## src/logic/fmas_regs.vh

```
// Register offsets, field positions, reset values and mode codes.
`ifndef FMAS_REGS_VH
`define FMAS_REGS_VH
`define FMAS_REG_CTRL 4'h0
`define FMAS_REG_SEL 4'h1
`define FMAS_REG_STAT 4'h2
`define FMAS_REG_OPADDR 4'h3
`define FMAS_REG_OPCMD 4'h4
`define FMAS_REG_AUTOBAUD 4'h5
`define FMAS_CTRL_ENABLE_BIT 0
`define FMAS_SEL_BOOT_BIT 0
`define FMAS_CTRL_RESET 8'h00
`define FMAS_SEL_RESET 8'h00
`define FMAS_MODE_USER 3'h0
`define FMAS_MODE_USERPROG 3'h1
`define FMAS_MODE_USERBOOT 3'h2
`define FMAS_MODE_BOOT 3'h3
`define FMAS_MODE_PROGRAMMER 3'h4
`define FMAS_CMD_NONE 2'h0
`define FMAS_CMD_PROGRAM 2'h1
`define FMAS_CMD_BLOCK_ERASE 2'h2
`define FMAS_CMD_ALL_ERASE 2'h3
`define FMAS_WIDE_LO 24'h000000
`define FMAS_WIDE_HI 24'h07FFFF
`define FMAS_NARROW_LO 24'h000000
`define FMAS_NARROW_HI 24'h00DFFF
`define FMAS_BOOT_ARRAY_HI 24'h001FFF
`define FMAS_PROG_GROUP_BYTES 8'h80
`define FMAS_EMB_VECTOR_CYCLES 4'h4
`endif

```

## src/logic/fmas_autobaud.v

```verilog
// Bit-rate measurement for the serial link used by boot mode.
`timescale 1ns/1ps
module fmas_autobaud #(
    parameter CW = 16
) (
    input wire ref_clk,
    input wire rstn,
    input wire clkEn,
    input wire start,
    input wire rxd,
    output reg [CW-1:0] bitCycles_q,
    output reg locked_q
);
    localparam S_IDLE = 2'h0;
    localparam S_WAITLOW = 2'h1;
    localparam S_COUNT = 2'h2;
    localparam S_DONE = 2'h3;
    reg [1:0] state_q;
    reg [CW-1:0] cnt_q;
    localparam [CW-1:0] SPAN_BITS = {{(CW-4){1'b0}}, 4'h9};
    // The host sends a zero byte; the low start-plus-data span is nine bits.
    always @(posedge ref_clk) begin
        if (!rstn) begin
            state_q <= S_IDLE;
            cnt_q <= {CW{1'b0}};
            bitCycles_q <= {CW{1'b0}};
            locked_q <= 1'b0;
        end else if (clkEn) begin
            case (state_q)
                S_IDLE: begin
                    if (start) begin
                        state_q <= S_WAITLOW;
                        locked_q <= 1'b0;
                    end
                end
                S_WAITLOW: begin
                    cnt_q <= {CW{1'b0}};
                    if (!rxd) begin
                        // The edge that sees the line fall is the first low cycle.
                        cnt_q <= {{(CW-1){1'b0}}, 1'b1};
                        state_q <= S_COUNT;
                    end
                end
                S_COUNT: begin
                    if (rxd) begin
                        bitCycles_q <= cnt_q / SPAN_BITS;
                        state_q <= S_DONE;
                    end else if (cnt_q != {CW{1'b1}}) begin
                        cnt_q <= cnt_q + 1'b1;
                    end
                end
                S_DONE: begin
                    locked_q <= 1'b1;
                    state_q <= S_IDLE;
                end
                default: begin
                    state_q <= S_IDLE;
                end
            endcase
        end
    end
endmodule

```

## src/logic/fmas_decode.v

```verilog
// Address decoder that routes a CPU access to one of the flash arrays.
`timescale 1ns/1ps
module fmas_decode (
    input wire [23:0] addr,
    input wire wideMode,
    input wire bootSel,
    output reg hitFlash,
    output reg hitUser,
    output reg hitBoot,
    output reg beyondBoot
);
`include "fmas_regs.vh"
    always @* begin
        // [RULE_01] [RULE_02]
        if (wideMode) begin
            hitFlash = addr <= `FMAS_WIDE_HI;
        end else begin
            hitFlash = addr <= `FMAS_NARROW_HI;
        end
        // [RULE_13] [RULE_14]
        hitUser = hitFlash && !bootSel;
        hitBoot = hitFlash && bootSel;
        // [RULE_15]
        beyondBoot = hitBoot && (addr > `FMAS_BOOT_ARRAY_HI);
    end
endmodule

```

## src/logic/fmas_top.v

```verilog
// Flash mode control, array selection and program or erase gating.
// Function
// (RULE_01) Wide mode decodes 000000 to 07FFFF.
// (RULE_02) Narrow mode decodes 0000 to DFFF.
// (RULE_03) User mode reset selects the user array.
// (RULE_04) User boot reset selects boot array.
// (RULE_05) Programming uses 128-byte groups.
// (RULE_06) User mode reads only, no alteration.
// (RULE_07) Alteration only in three on-board modes.
// (RULE_08) Boot array altered only in boot mode.
// (RULE_09) Boot entry erases all, blocks reads.
// (RULE_10) Block erase follows whole-array erase.
// (RULE_11) User boot vector: embedded first, then array.
// (RULE_12) Leave program mode by clearing enable.
// (RULE_13) Array select register routes accesses.
// (RULE_14) Reads allowed in every mode.
// (RULE_15) Beyond boot array size reads undefined.
// (RULE_16) Boot mode adjusts serial bit rate.
// (RULE_17) User boot accepts its own mode pins.
// (RULE_18) Software sets enable bit for programming.
// (RULE_19) Forbidden program or erase is ignored.
//
// The strobed register port and the address map were decided locally.
`timescale 1ns/1ps
module fmas_top #(
    parameter ERASE_CYCLES = 64,
    parameter BAUD_W = 16
) (
    input wire ref_clk,
    input wire rstn,
    input wire clkEn,
    input wire [2:0] modePins,
    input wire wideMode,
    input wire [3:0] regAddr,
    input wire [7:0] regWdata,
    input wire regWr,
    input wire regRd,
    output reg [7:0] regRdata,
    input wire [23:0] cpuAddr,
    input wire cpuRd,
    output wire selUser,
    output wire selBoot,
    output wire readOk,
    output wire readUndef,
    output reg [1:0] flashCmd,
    output reg flashCmdBoot,
    output reg [23:0] flashAddr,
    output reg flashCmdValid,
    input wire flashBusy,
    output reg vecFromEmbedded,
    input wire serialRxd,
    output wire [BAUD_W-1:0] baudCycles
);
`include "fmas_regs.vh"
    localparam ST_RESET = 2'h0;
    localparam ST_ERASE = 2'h1;
    localparam ST_VECTOR = 2'h2;
    localparam ST_RUN = 2'h3;

    reg [2:0] mode_q;
    reg [1:0] state_q;
    reg ctrlEnable_q;
    reg arraySel_q;
    reg allErased_q;
    reg refused_q;
    reg [23:0] opAddr_q;
    reg [15:0] timer_q;
    reg [3:0] vecCnt_q;
    reg baudStart_q;
    wire hitFlash;
    wire hitUser;
    wire hitBoot;
    wire beyondBoot;
    wire baudLocked;
    reg [2:0] effMode;
    reg cmdAllowed;

    // Alteration rights depend on the effective mode and target array.
    function allowed;
        input [2:0] md;
        input toBoot;
        begin
            case (md)
                `FMAS_MODE_BOOT: allowed = 1'b1; // [RULE_07] [RULE_08]
                `FMAS_MODE_USERPROG: allowed = !toBoot; // [RULE_08]
                `FMAS_MODE_USERBOOT: allowed = !toBoot; // [RULE_08]
                default: allowed = 1'b0; // [RULE_06]
            endcase
        end
    endfunction

    fmas_decode u_dec (
        .addr(cpuAddr),
        .wideMode(wideMode),
        .bootSel(arraySel_q),
        .hitFlash(hitFlash),
        .hitUser(hitUser),
        .hitBoot(hitBoot),
        .beyondBoot(beyondBoot)
    );

    fmas_autobaud #(.CW(BAUD_W)) u_baud (
        .ref_clk(ref_clk),
        .rstn(rstn),
        .clkEn(clkEn),
        .start(baudStart_q),
        .rxd(serialRxd),
        .bitCycles_q(baudCycles),
        .locked_q(baudLocked)
    );

    always @* begin
        // The enable bit turns plain user mode into user program mode.
        if (mode_q == `FMAS_MODE_USER && ctrlEnable_q) begin
            effMode = `FMAS_MODE_USERPROG; // [RULE_12] [RULE_18]
        end else begin
            effMode = mode_q;
        end
        cmdAllowed = allowed(effMode, arraySel_q) && state_q == ST_RUN;
    end

    assign selUser = hitUser;
    assign selBoot = hitBoot;
    // Reads stay blocked in boot mode until the whole erase has finished.
    assign readOk = cpuRd && hitFlash && state_q == ST_RUN &&
        (mode_q != `FMAS_MODE_BOOT || allErased_q); // [RULE_09] [RULE_14]
    assign readUndef = cpuRd && beyondBoot; // [RULE_15]

    always @(posedge ref_clk) begin
        if (!rstn) begin
            mode_q <= `FMAS_MODE_USER;
            state_q <= ST_RESET;
            ctrlEnable_q <= 1'b0;
            arraySel_q <= 1'b0;
            allErased_q <= 1'b0;
            refused_q <= 1'b0;
            opAddr_q <= 24'h000000;
            timer_q <= 16'h0000;
            vecCnt_q <= 4'h0;
            baudStart_q <= 1'b0;
            flashCmd <= `FMAS_CMD_NONE;
            flashCmdBoot <= 1'b0;
            flashAddr <= 24'h000000;
            flashCmdValid <= 1'b0;
            vecFromEmbedded <= 1'b0;
        end else if (clkEn) begin
            flashCmdValid <= 1'b0;
            baudStart_q <= 1'b0;
            case (state_q)
                ST_RESET: begin
                    // Mode pins are caught once, after reset release.
                    mode_q <= modePins; // [RULE_17]
                    arraySel_q <= modePins == `FMAS_MODE_USERBOOT; // [RULE_03] [RULE_04]
                    if (modePins == `FMAS_MODE_BOOT) begin
                        state_q <= ST_ERASE;
                        timer_q <= 16'h0000;
                        flashCmd <= `FMAS_CMD_ALL_ERASE; // [RULE_09]
                        flashCmdValid <= 1'b1;
                        baudStart_q <= 1'b1; // [RULE_16]
                    end else if (modePins == `FMAS_MODE_USERBOOT) begin
                        state_q <= ST_VECTOR;
                        vecFromEmbedded <= 1'b1; // [RULE_11]
                        vecCnt_q <= 4'h0;
                    end else begin
                        state_q <= ST_RUN;
                    end
                end
                ST_ERASE: begin
                    if (timer_q >= ERASE_CYCLES[15:0] && !flashBusy) begin
                        allErased_q <= 1'b1; // [RULE_09] [RULE_10]
                        state_q <= ST_RUN;
                    end else begin
                        timer_q <= timer_q + 16'h0001;
                    end
                end
                ST_VECTOR: begin
                    if (vecCnt_q == `FMAS_EMB_VECTOR_CYCLES) begin
                        vecFromEmbedded <= 1'b0; // [RULE_11]
                        state_q <= ST_RUN;
                    end else begin
                        vecCnt_q <= vecCnt_q + 4'h1;
                    end
                end
                ST_RUN: begin
                end
                default: begin
                    state_q <= ST_RESET;
                end
            endcase
            if (regWr) begin
                case (regAddr)
                    `FMAS_REG_CTRL: ctrlEnable_q <=
                        regWdata[`FMAS_CTRL_ENABLE_BIT]; // [RULE_12]
                    `FMAS_REG_SEL: arraySel_q <=
                        regWdata[`FMAS_SEL_BOOT_BIT]; // [RULE_13]
                    `FMAS_REG_OPADDR: opAddr_q <= {regWdata, opAddr_q[23:8]};
                    `FMAS_REG_OPCMD: begin
                        // Forbidden requests leave the flash untouched.
                        if (cmdAllowed && regWdata[1:0] != `FMAS_CMD_NONE) begin
                            flashCmd <= regWdata[1:0];
                            flashCmdBoot <= arraySel_q;
                            flashCmdValid <= 1'b1;
                            refused_q <= 1'b0;
                            if (regWdata[1:0] == `FMAS_CMD_PROGRAM) begin
                                // Program address aligns to the group.
                                flashAddr <= {opAddr_q[23:7], 7'h00}; // [RULE_05]
                            end else begin
                                flashAddr <= opAddr_q;
                            end
                        end else begin
                            refused_q <= 1'b1; // [RULE_06] [RULE_19]
                        end
                    end
                    `FMAS_REG_AUTOBAUD: baudStart_q <=
                        mode_q == `FMAS_MODE_BOOT; // [RULE_16]
                    default: begin
                    end
                endcase
            end
        end
    end

    always @(posedge ref_clk) begin
        if (!rstn) begin
            regRdata <= 8'h00;
        end else if (clkEn) begin
            if (regRd) begin
                case (regAddr)
                    `FMAS_REG_CTRL: regRdata <= {7'h00, ctrlEnable_q};
                    `FMAS_REG_SEL: regRdata <= {7'h00, arraySel_q};
                    `FMAS_REG_STAT: regRdata <= {baudLocked, refused_q,
                        allErased_q, flashBusy, state_q, effMode[1:0]};
                    `FMAS_REG_OPADDR: regRdata <= opAddr_q[23:16];
                    default: regRdata <= 8'h00;
                endcase
            end else begin
                regRdata <= 8'h00;
            end
        end
    end
endmodule

```

## config.mk

```make
export PLATFORM = sky130hd
export DESIGN_NAME = fmas_top
export DESIGN_NICKNAME = d
export VERILOG_FILES = /design/src/logic/fmas_autobaud.v /design/src/logic/fmas_decode.v /design/src/logic/fmas_top.v
export VERILOG_INCLUDE_DIRS = /design/src /design/src/logic
export SDC_FILE = /design/constraint.sdc
export NUM_CORES = 1
export LEC_CHECK = 0
export BUFFER_PORTS_ARGS = -buffer_cell sky130_fd_sc_hd__buf_2
export CAP_MARGIN = 5
export CORE_MARGIN = 10
export CORE_UTILIZATION = 50
export DETAILED_ROUTE_END_ITERATION = 6
export GPL_ROUTABILITY_DRIVEN = 0
export GPL_TIMING_DRIVEN = 0
export PLACE_DENSITY_LB_ADDON = 0.2
export SKIP_CTS_REPAIR_TIMING = 1
export SYNTH_ARGS = -nofsm -noshare
export SYNTH_HDL_FRONTEND = slang
export SYNTH_HIERARCHICAL = 1
export SYNTH_SLANG_ARGS = --single-unit
```

## constraint.sdc

```tcl
create_clock -name ref_clk -period 9.2 [get_ports ref_clk]
set_input_delay 0.46 -clock ref_clk [delete_from_list [all_inputs] [get_ports ref_clk]]
set_output_delay 0.46 -clock ref_clk [all_outputs]
set_load 0.1 [all_outputs]
```

# Word level (Yosys, flattened, before mapping)
# Index checks and enable logic that the tools add are counted.
# W data, S select, Z words.
[classes]
add_sub_neg = 3
n_div = 1
magnitude_cmp = 4
eq_ne = 33
mux = 48
reduce_logical = 39
[op_table]
columns = ["cell", "n"]
rows = [
  ["$mux W16", 4],
  ["$pmux W16 S2", 2],
  ["$add A16 B1 Y16 const B", 2],
  ["$pmux W8 S4", 1],
  ["$gt A24 B13 Y1 const B", 1],
  ["$le A24 B16 Y1 const B", 1],
  ["$le A24 B19 Y1 const B", 1],
  ["$mux W2", 11],
  ["$ne A2 B2 Y1 const B", 11],
  ["$reduce_and A4 Y1", 5],
  ["$mux W1", 18],
  ["$reduce_and A3 Y1", 6],
  ["$div A16 B4 Y16 const B", 1],
  ["$ge A16 B7 Y1 const B", 1],
  ["$ne A16 B16 Y1 const B", 1],
  ["$eq A3 B2 Y1 const B", 5],
  ["$eq A4 B3 Y1 const B", 3],
  ["$mux W4", 3],
  ["$logic_and A1 B1 Y1", 11],
  ["$reduce_and A5 Y1", 2],
  ["$reduce_bool A2 Y1", 5],
  ["$eq A2 B2 Y1 const B", 4],
  ["$eq A4 B2 Y1 const B", 2],
  ["$mux W8", 1],
  ["other kinds (20)", 26],
]
[totals]
ff_bits = 126
in_bits = 48
output_inout_bits = 57
word_cells = 148

# Logic depth before layout (Yosys ltp)
[depth]
ltp_word = 11
depth_mapped = 28
depth_no_buf = 24

# Modules after synthesis
# The synthesis kept the hierarchy.
[by_module_without_submodules]
columns = ["mod", "instances", "cells_each", "area_each_um2", "seq_area_each_um2"]
rows = [
  ["fmas_top", 1, 469, 3951.3, 1821.7],
  ["fmas_autobaud", 1, 463, 3504.6, 640.6],
  ["fmas_decode", 1, 13, 80.1, 0.0],
]

# Worst setup path after synthesis
# No wires, ideal clock.
[synth_timing]
path_kind = "flip-flop to flip-flop"
startpoint = "register u_baud.cnt_q[14]"
endpoint = "register u_baud.bitCycles_q[0]"
setup_time_ps = 95
t_arrival_ps = 5753
required_ps = 9105
setup_slack_ps = 3352
path_stages_with_launch = 27
path_buffers = 3
synth_period_minus_slack_ps = 5848
cell_sequence = "dfxtp_1 -> buf_6 -> nor2b_4 -> maj3_2 -> a32o_1 -> or2_4 -> a211oi_2 -> and4b_1 -> or2_0 -> buf_2 -> or4_1 -> o221a_2 -> buf_6 -> mux2_4 -> or3_1 -> mux2_2 -> mux2_4 -> a21oi_2 -> nand2b_1 -> nor2b_1 -> ha_1 -> and3_1 -> nand2b_1 -> a21oi_1 -> nor4_2 -> o2111ai_1 -> o311ai_1"
[synth_via]
elab_chain_len = 1
[synth_rtl]
columns = ["element", "line", "source"]
rows = [
  ["start: declaration", "fmas_autobaud.v:19", "reg [CW-1:0] cnt_q;"],
  ["start signal: assignment", "fmas_autobaud.v:25", "cnt_q <= {CW{1'b0}};"],
  ["start signal: assignment", "fmas_autobaud.v:37", "cnt_q <= {CW{1'b0}};"],
  ["start signal: assignment", "fmas_autobaud.v:40", "cnt_q <= {{(CW-1){1'b0}}, 1'b1};"],
  ["$div A16 B4 Y16", "fmas_autobaud.v:46", "bitCycles_q <= cnt_q / SPAN_BITS;"],
  ["end signal: assignment", "fmas_autobaud.v:26", "bitCycles_q <= {CW{1'b0}};"],
  ["end signal: assignment", "fmas_autobaud.v:46", ""],
  ["end: declaration", "fmas_autobaud.v:11", "output reg [CW-1:0] bitCycles_q,"],
]
# Every way passes these cells.
# A chain may end at the register's enable or synchronous reset.

# Worst setup path after layout
[layout_timing]
startpoint = "register u_baud.cnt_q[13]"
endpoint = "register u_baud.bitCycles_q[0]"
# The elaborated chain is that of the path after synthesis.

==> results.toml <==
[status]
status = "finished, final reports clean"

[finish]
syn_to_final_growth_pct = 16.94
final_cells = 1251
regArea_um2 = 2462
drive_above_1_share = 0.1828
layout.nets = 1119
multi_input_area_um2 = 4677
num_antenna_cells = 0
fillers = 1297

[sta]
period_needed_ns = 6.834
setup_viol = 0
finalHoldViolCount = 0
relSlewSlack = 0.5047
rsz0062_at_grt = "false"
tns_ns = 0
fin_crit_sh = 0.7428
fin_skew_ns = 0.009919
tightest_slew_ns = 0.7430
max_freq_mhz = 146.3
setup_ws_ns = 2.366
final_max_slew_viol_count = 0

[worst_hold_path]
min-delay-start = "regWdata[4]"
whs_path_depth = 3
whs_endpoint = "opAddr_q[20]"
hp-class = "in2reg"

[clock_network]
clk_pin_slew_ns = 0.06
cts_buffer_depth = 2
root_buffer = "clkbuf_16"
clock_latency_ns = 0.43
htree_levels = 4
cts_buffers = 17
cts_sinks = 123
cts_tree = "done"

[yosys]
postSynth.asyncResetShare = 0
yosysWarnings = 6
synth_area_per_cell_um2 = 7.975
ys_types = 102
synth_edf_count = 0
yosys_register_bits = 123
syn_area_um2 = 7536
synth_top_flop_cell = "dfxtp_1"
netlist_instances = 945
yosysSeqAreaShare = 0.3267

[floorplanning]
start_util = 0.5146
num_io_pins = 105
core_um2 = 14640
rows = 44
chipHeight_um = 142.8
dieWidth_um = 142.8
dieArea_um2 = 20380

[setup_path]
critPathLaunchType = "flip-flop"
cp.required_ns = 9.54
critPathKind = "reg2reg"
rrSetupSlack_ns = 2.37
regToRegStartpoint = "u_baud/cnt_q[13]"
crit_arrival_ns = 7.17
reg2reg_depth = 25
cp-end-kind = "flip-flop"
critPathMaxFanout = 10
r2r-end = "u_baud/bitCycles_q[0]"

[route]
drt-total-wl_um = 21270
vias = 7396
dr.first_iter.drc_count = 701
drt-vias-per-instance = 5.912
drc_errors = 0
wl_per_cell_um = 17.00
ant_nets = 0
drt_first_pass_iters = 5

[power]
power_leakage_nw = 3.569
p_total_mw = 1.315
p_per_area_nw_per_um2 = 149.2
ir_drop_v = 0.0001454

[placed_design]
port_buffers = 88
pre_cts_ws_ns = 2.519
hpwlAfterDp_um = 15690
dp.cells = 1219

[grt]
grt_pass1_wl_um = 34430
grt_pass1_vias = 6950
grt_usage = 0.2052
antenna_found_initial = 0
grt_max_degree = 17
overflow = 0

[flow_run]
drv_cap = 0
-- cells in the final DEF (no fill, tap or decap), types with 9 or more instances in the layout --
master and instances:
clkbuf_16 17, or4_1 9, or3_1 12, ha_1 17, mux2i_1 33, buf_2 102
clkbuf_1 27, nand2b_1 15, nor2_1 87, nand3_1 37, nor3_1 24, nor2b_1 10
or2_2 9, inv_1 32, xnor2_1 14, o21ai_0 32, a21o_1 9, a21oi_1 89
o211ai_1 9, nand2_1 126, and3_1 9, dfxtp_1 123, a211oi_1 11
-- cells by family (layout without fill, tap and decap cells) --
kind of cell | count (synthesis) | after routing | share of synthesized area
AOI/OAI and AO/OA | 266 | 266 | 0.2497
xor gates and xnor gates | 20 | 20 | 0.02673
adders and majority gates | 18 | 18 | 0.02972
buffers and inverters | 90 | 210 | 0.05363
DFF | 123 | 123 | 0.3267
muxes | 40 | 40 | 0.05711
other | 1 | 3 | 0.0004976
and+or+nand+nor | 387 | 387 | 0.2559
-- area by class of cell --
| class | instances | area share |
|---|---|---|
| Clock inverter | 15 | 0.01959 |
| Tap cell | 184 | 0.02613 |
| Buffer | 55 | 0.03095 |
| Sequential cell | 123 | 0.2794 |
| Timing Repair Buffer | 88 | 0.04998 |
| Inverter | 35 | 0.01491 |
| Multi-Input combinational cell | 734 | 0.5307 |
| Clock buffer | 17 | 0.04827 |
-- cells in the mapped netlist (all sizes together) (15+ instances only) --
cell type,count,share of area
buf,28,0.023
xnor2,16,0.022
a21oi,91,0.061
inv,33,0.016
ha,17,0.028
clkbuf,27,0.013
nand2,126,0.063
dfxtp,123,0.33
nor3,26,0.019
nand2b,15,0.012
mux2i,34,0.046
o21ai,35,0.023
nand3,37,0.025
nor2,87,0.043
-- worst max path at each step --
stage | from | end | slack (ns)
CTS | u_baud/cnt_q[13] | u_baud/bitCycles_q[0] | 2.50
global route | u_baud/cnt_q[13] | u_baud/bitCycles_q[0] | 1.85
finish | u_baud/cnt_q[13] | u_baud/bitCycles_q[0] | 2.37
detailed placement | u_baud/cnt_q[13] | u_baud/bitCycles_q[0] | 2.52
floorplan | u_baud/cnt_q[14] | u_baud/bitCycles_q[0] | 3.35
global placement | u_baud/cnt_q[13] | u_baud/bitCycles_q[0] | 2.62
-- critical path, cell delays in order, from the launching register on --
cell	delay (ns)
dfxtp_1	0.39
buf_2	0.26
buf_2	0.26
a21oi_1	0.06
o32ai_1	0.45
nor3_1	0.13
a21oi_1	0.46
a21oi_1	0.22
or4_1	0.58
mux2i_2	0.31
nand3_1	0.29
or4b_1	0.28
a21oi_1	0.11
o31ai_1	0.53
o2111a_1	0.32
mux2_4	0.36
a21oi_2	0.18
nand2b_1	0.14
nor2b_1	0.19
ha_1	0.21
and3_1	0.18
nand2b_1	0.07
a21oi_1	0.07
nor4_2	0.40
o2111ai_1	0.16
o311ai_1	0.12
-- where the power goes --
part           switching (mW)  internal, mW  total, mW
sequential            0.00681         0.538      0.545
clock                   0.289         0.388      0.677
combinational          0.0644        0.0286     0.0930
-- state kept, by name, indices dropped and copies added, names as in the netlist --
register            count
u_baud/locked_q         1
flashCmd                2
flashCmdBoot            1
baudStart_q             1
regRdata                8
u_baud/cnt_q           16
mode_q                  3
flashAddr              24
refused_q               1
timer_q                16
vecFromEmbedded         1
allowed.toBoot          1
flashCmdValid           1
state_q                 2
u_baud/bitCycles_q     13
allErased_q             1
opAddr_q               24
ctrlEnable_q            1
vecCnt_q                4
u_baud/state_q          2
-- stage by stage --
stage / utilization / cell area (µm²) / hold WS [ns]
6_report: 0.6018 / 8812 / 0.2784
5_1_grt: 0.6018 / 8812 / 0.2753
4_1_cts: 0.6018 / 8812 / 0.2724
3_5_place_dp: 0.5609 / 8214 / 0.4431
3_3_place_gp: 0.5609 / 8214 / 0.4388
2_1_floorplan: - / 7543 / 0.4357
-- per-layer routing --
metal,vias to the layer above,global-route usage,share of wire
met3,32,0.06335,0.075
li1,3657,-,-
met5,-,0,0
met1,3472,0.2664,0.46
met2,235,0.3169,0.45
met4,0,0.06786,0.015
Power figures use the tool's default switching activity.
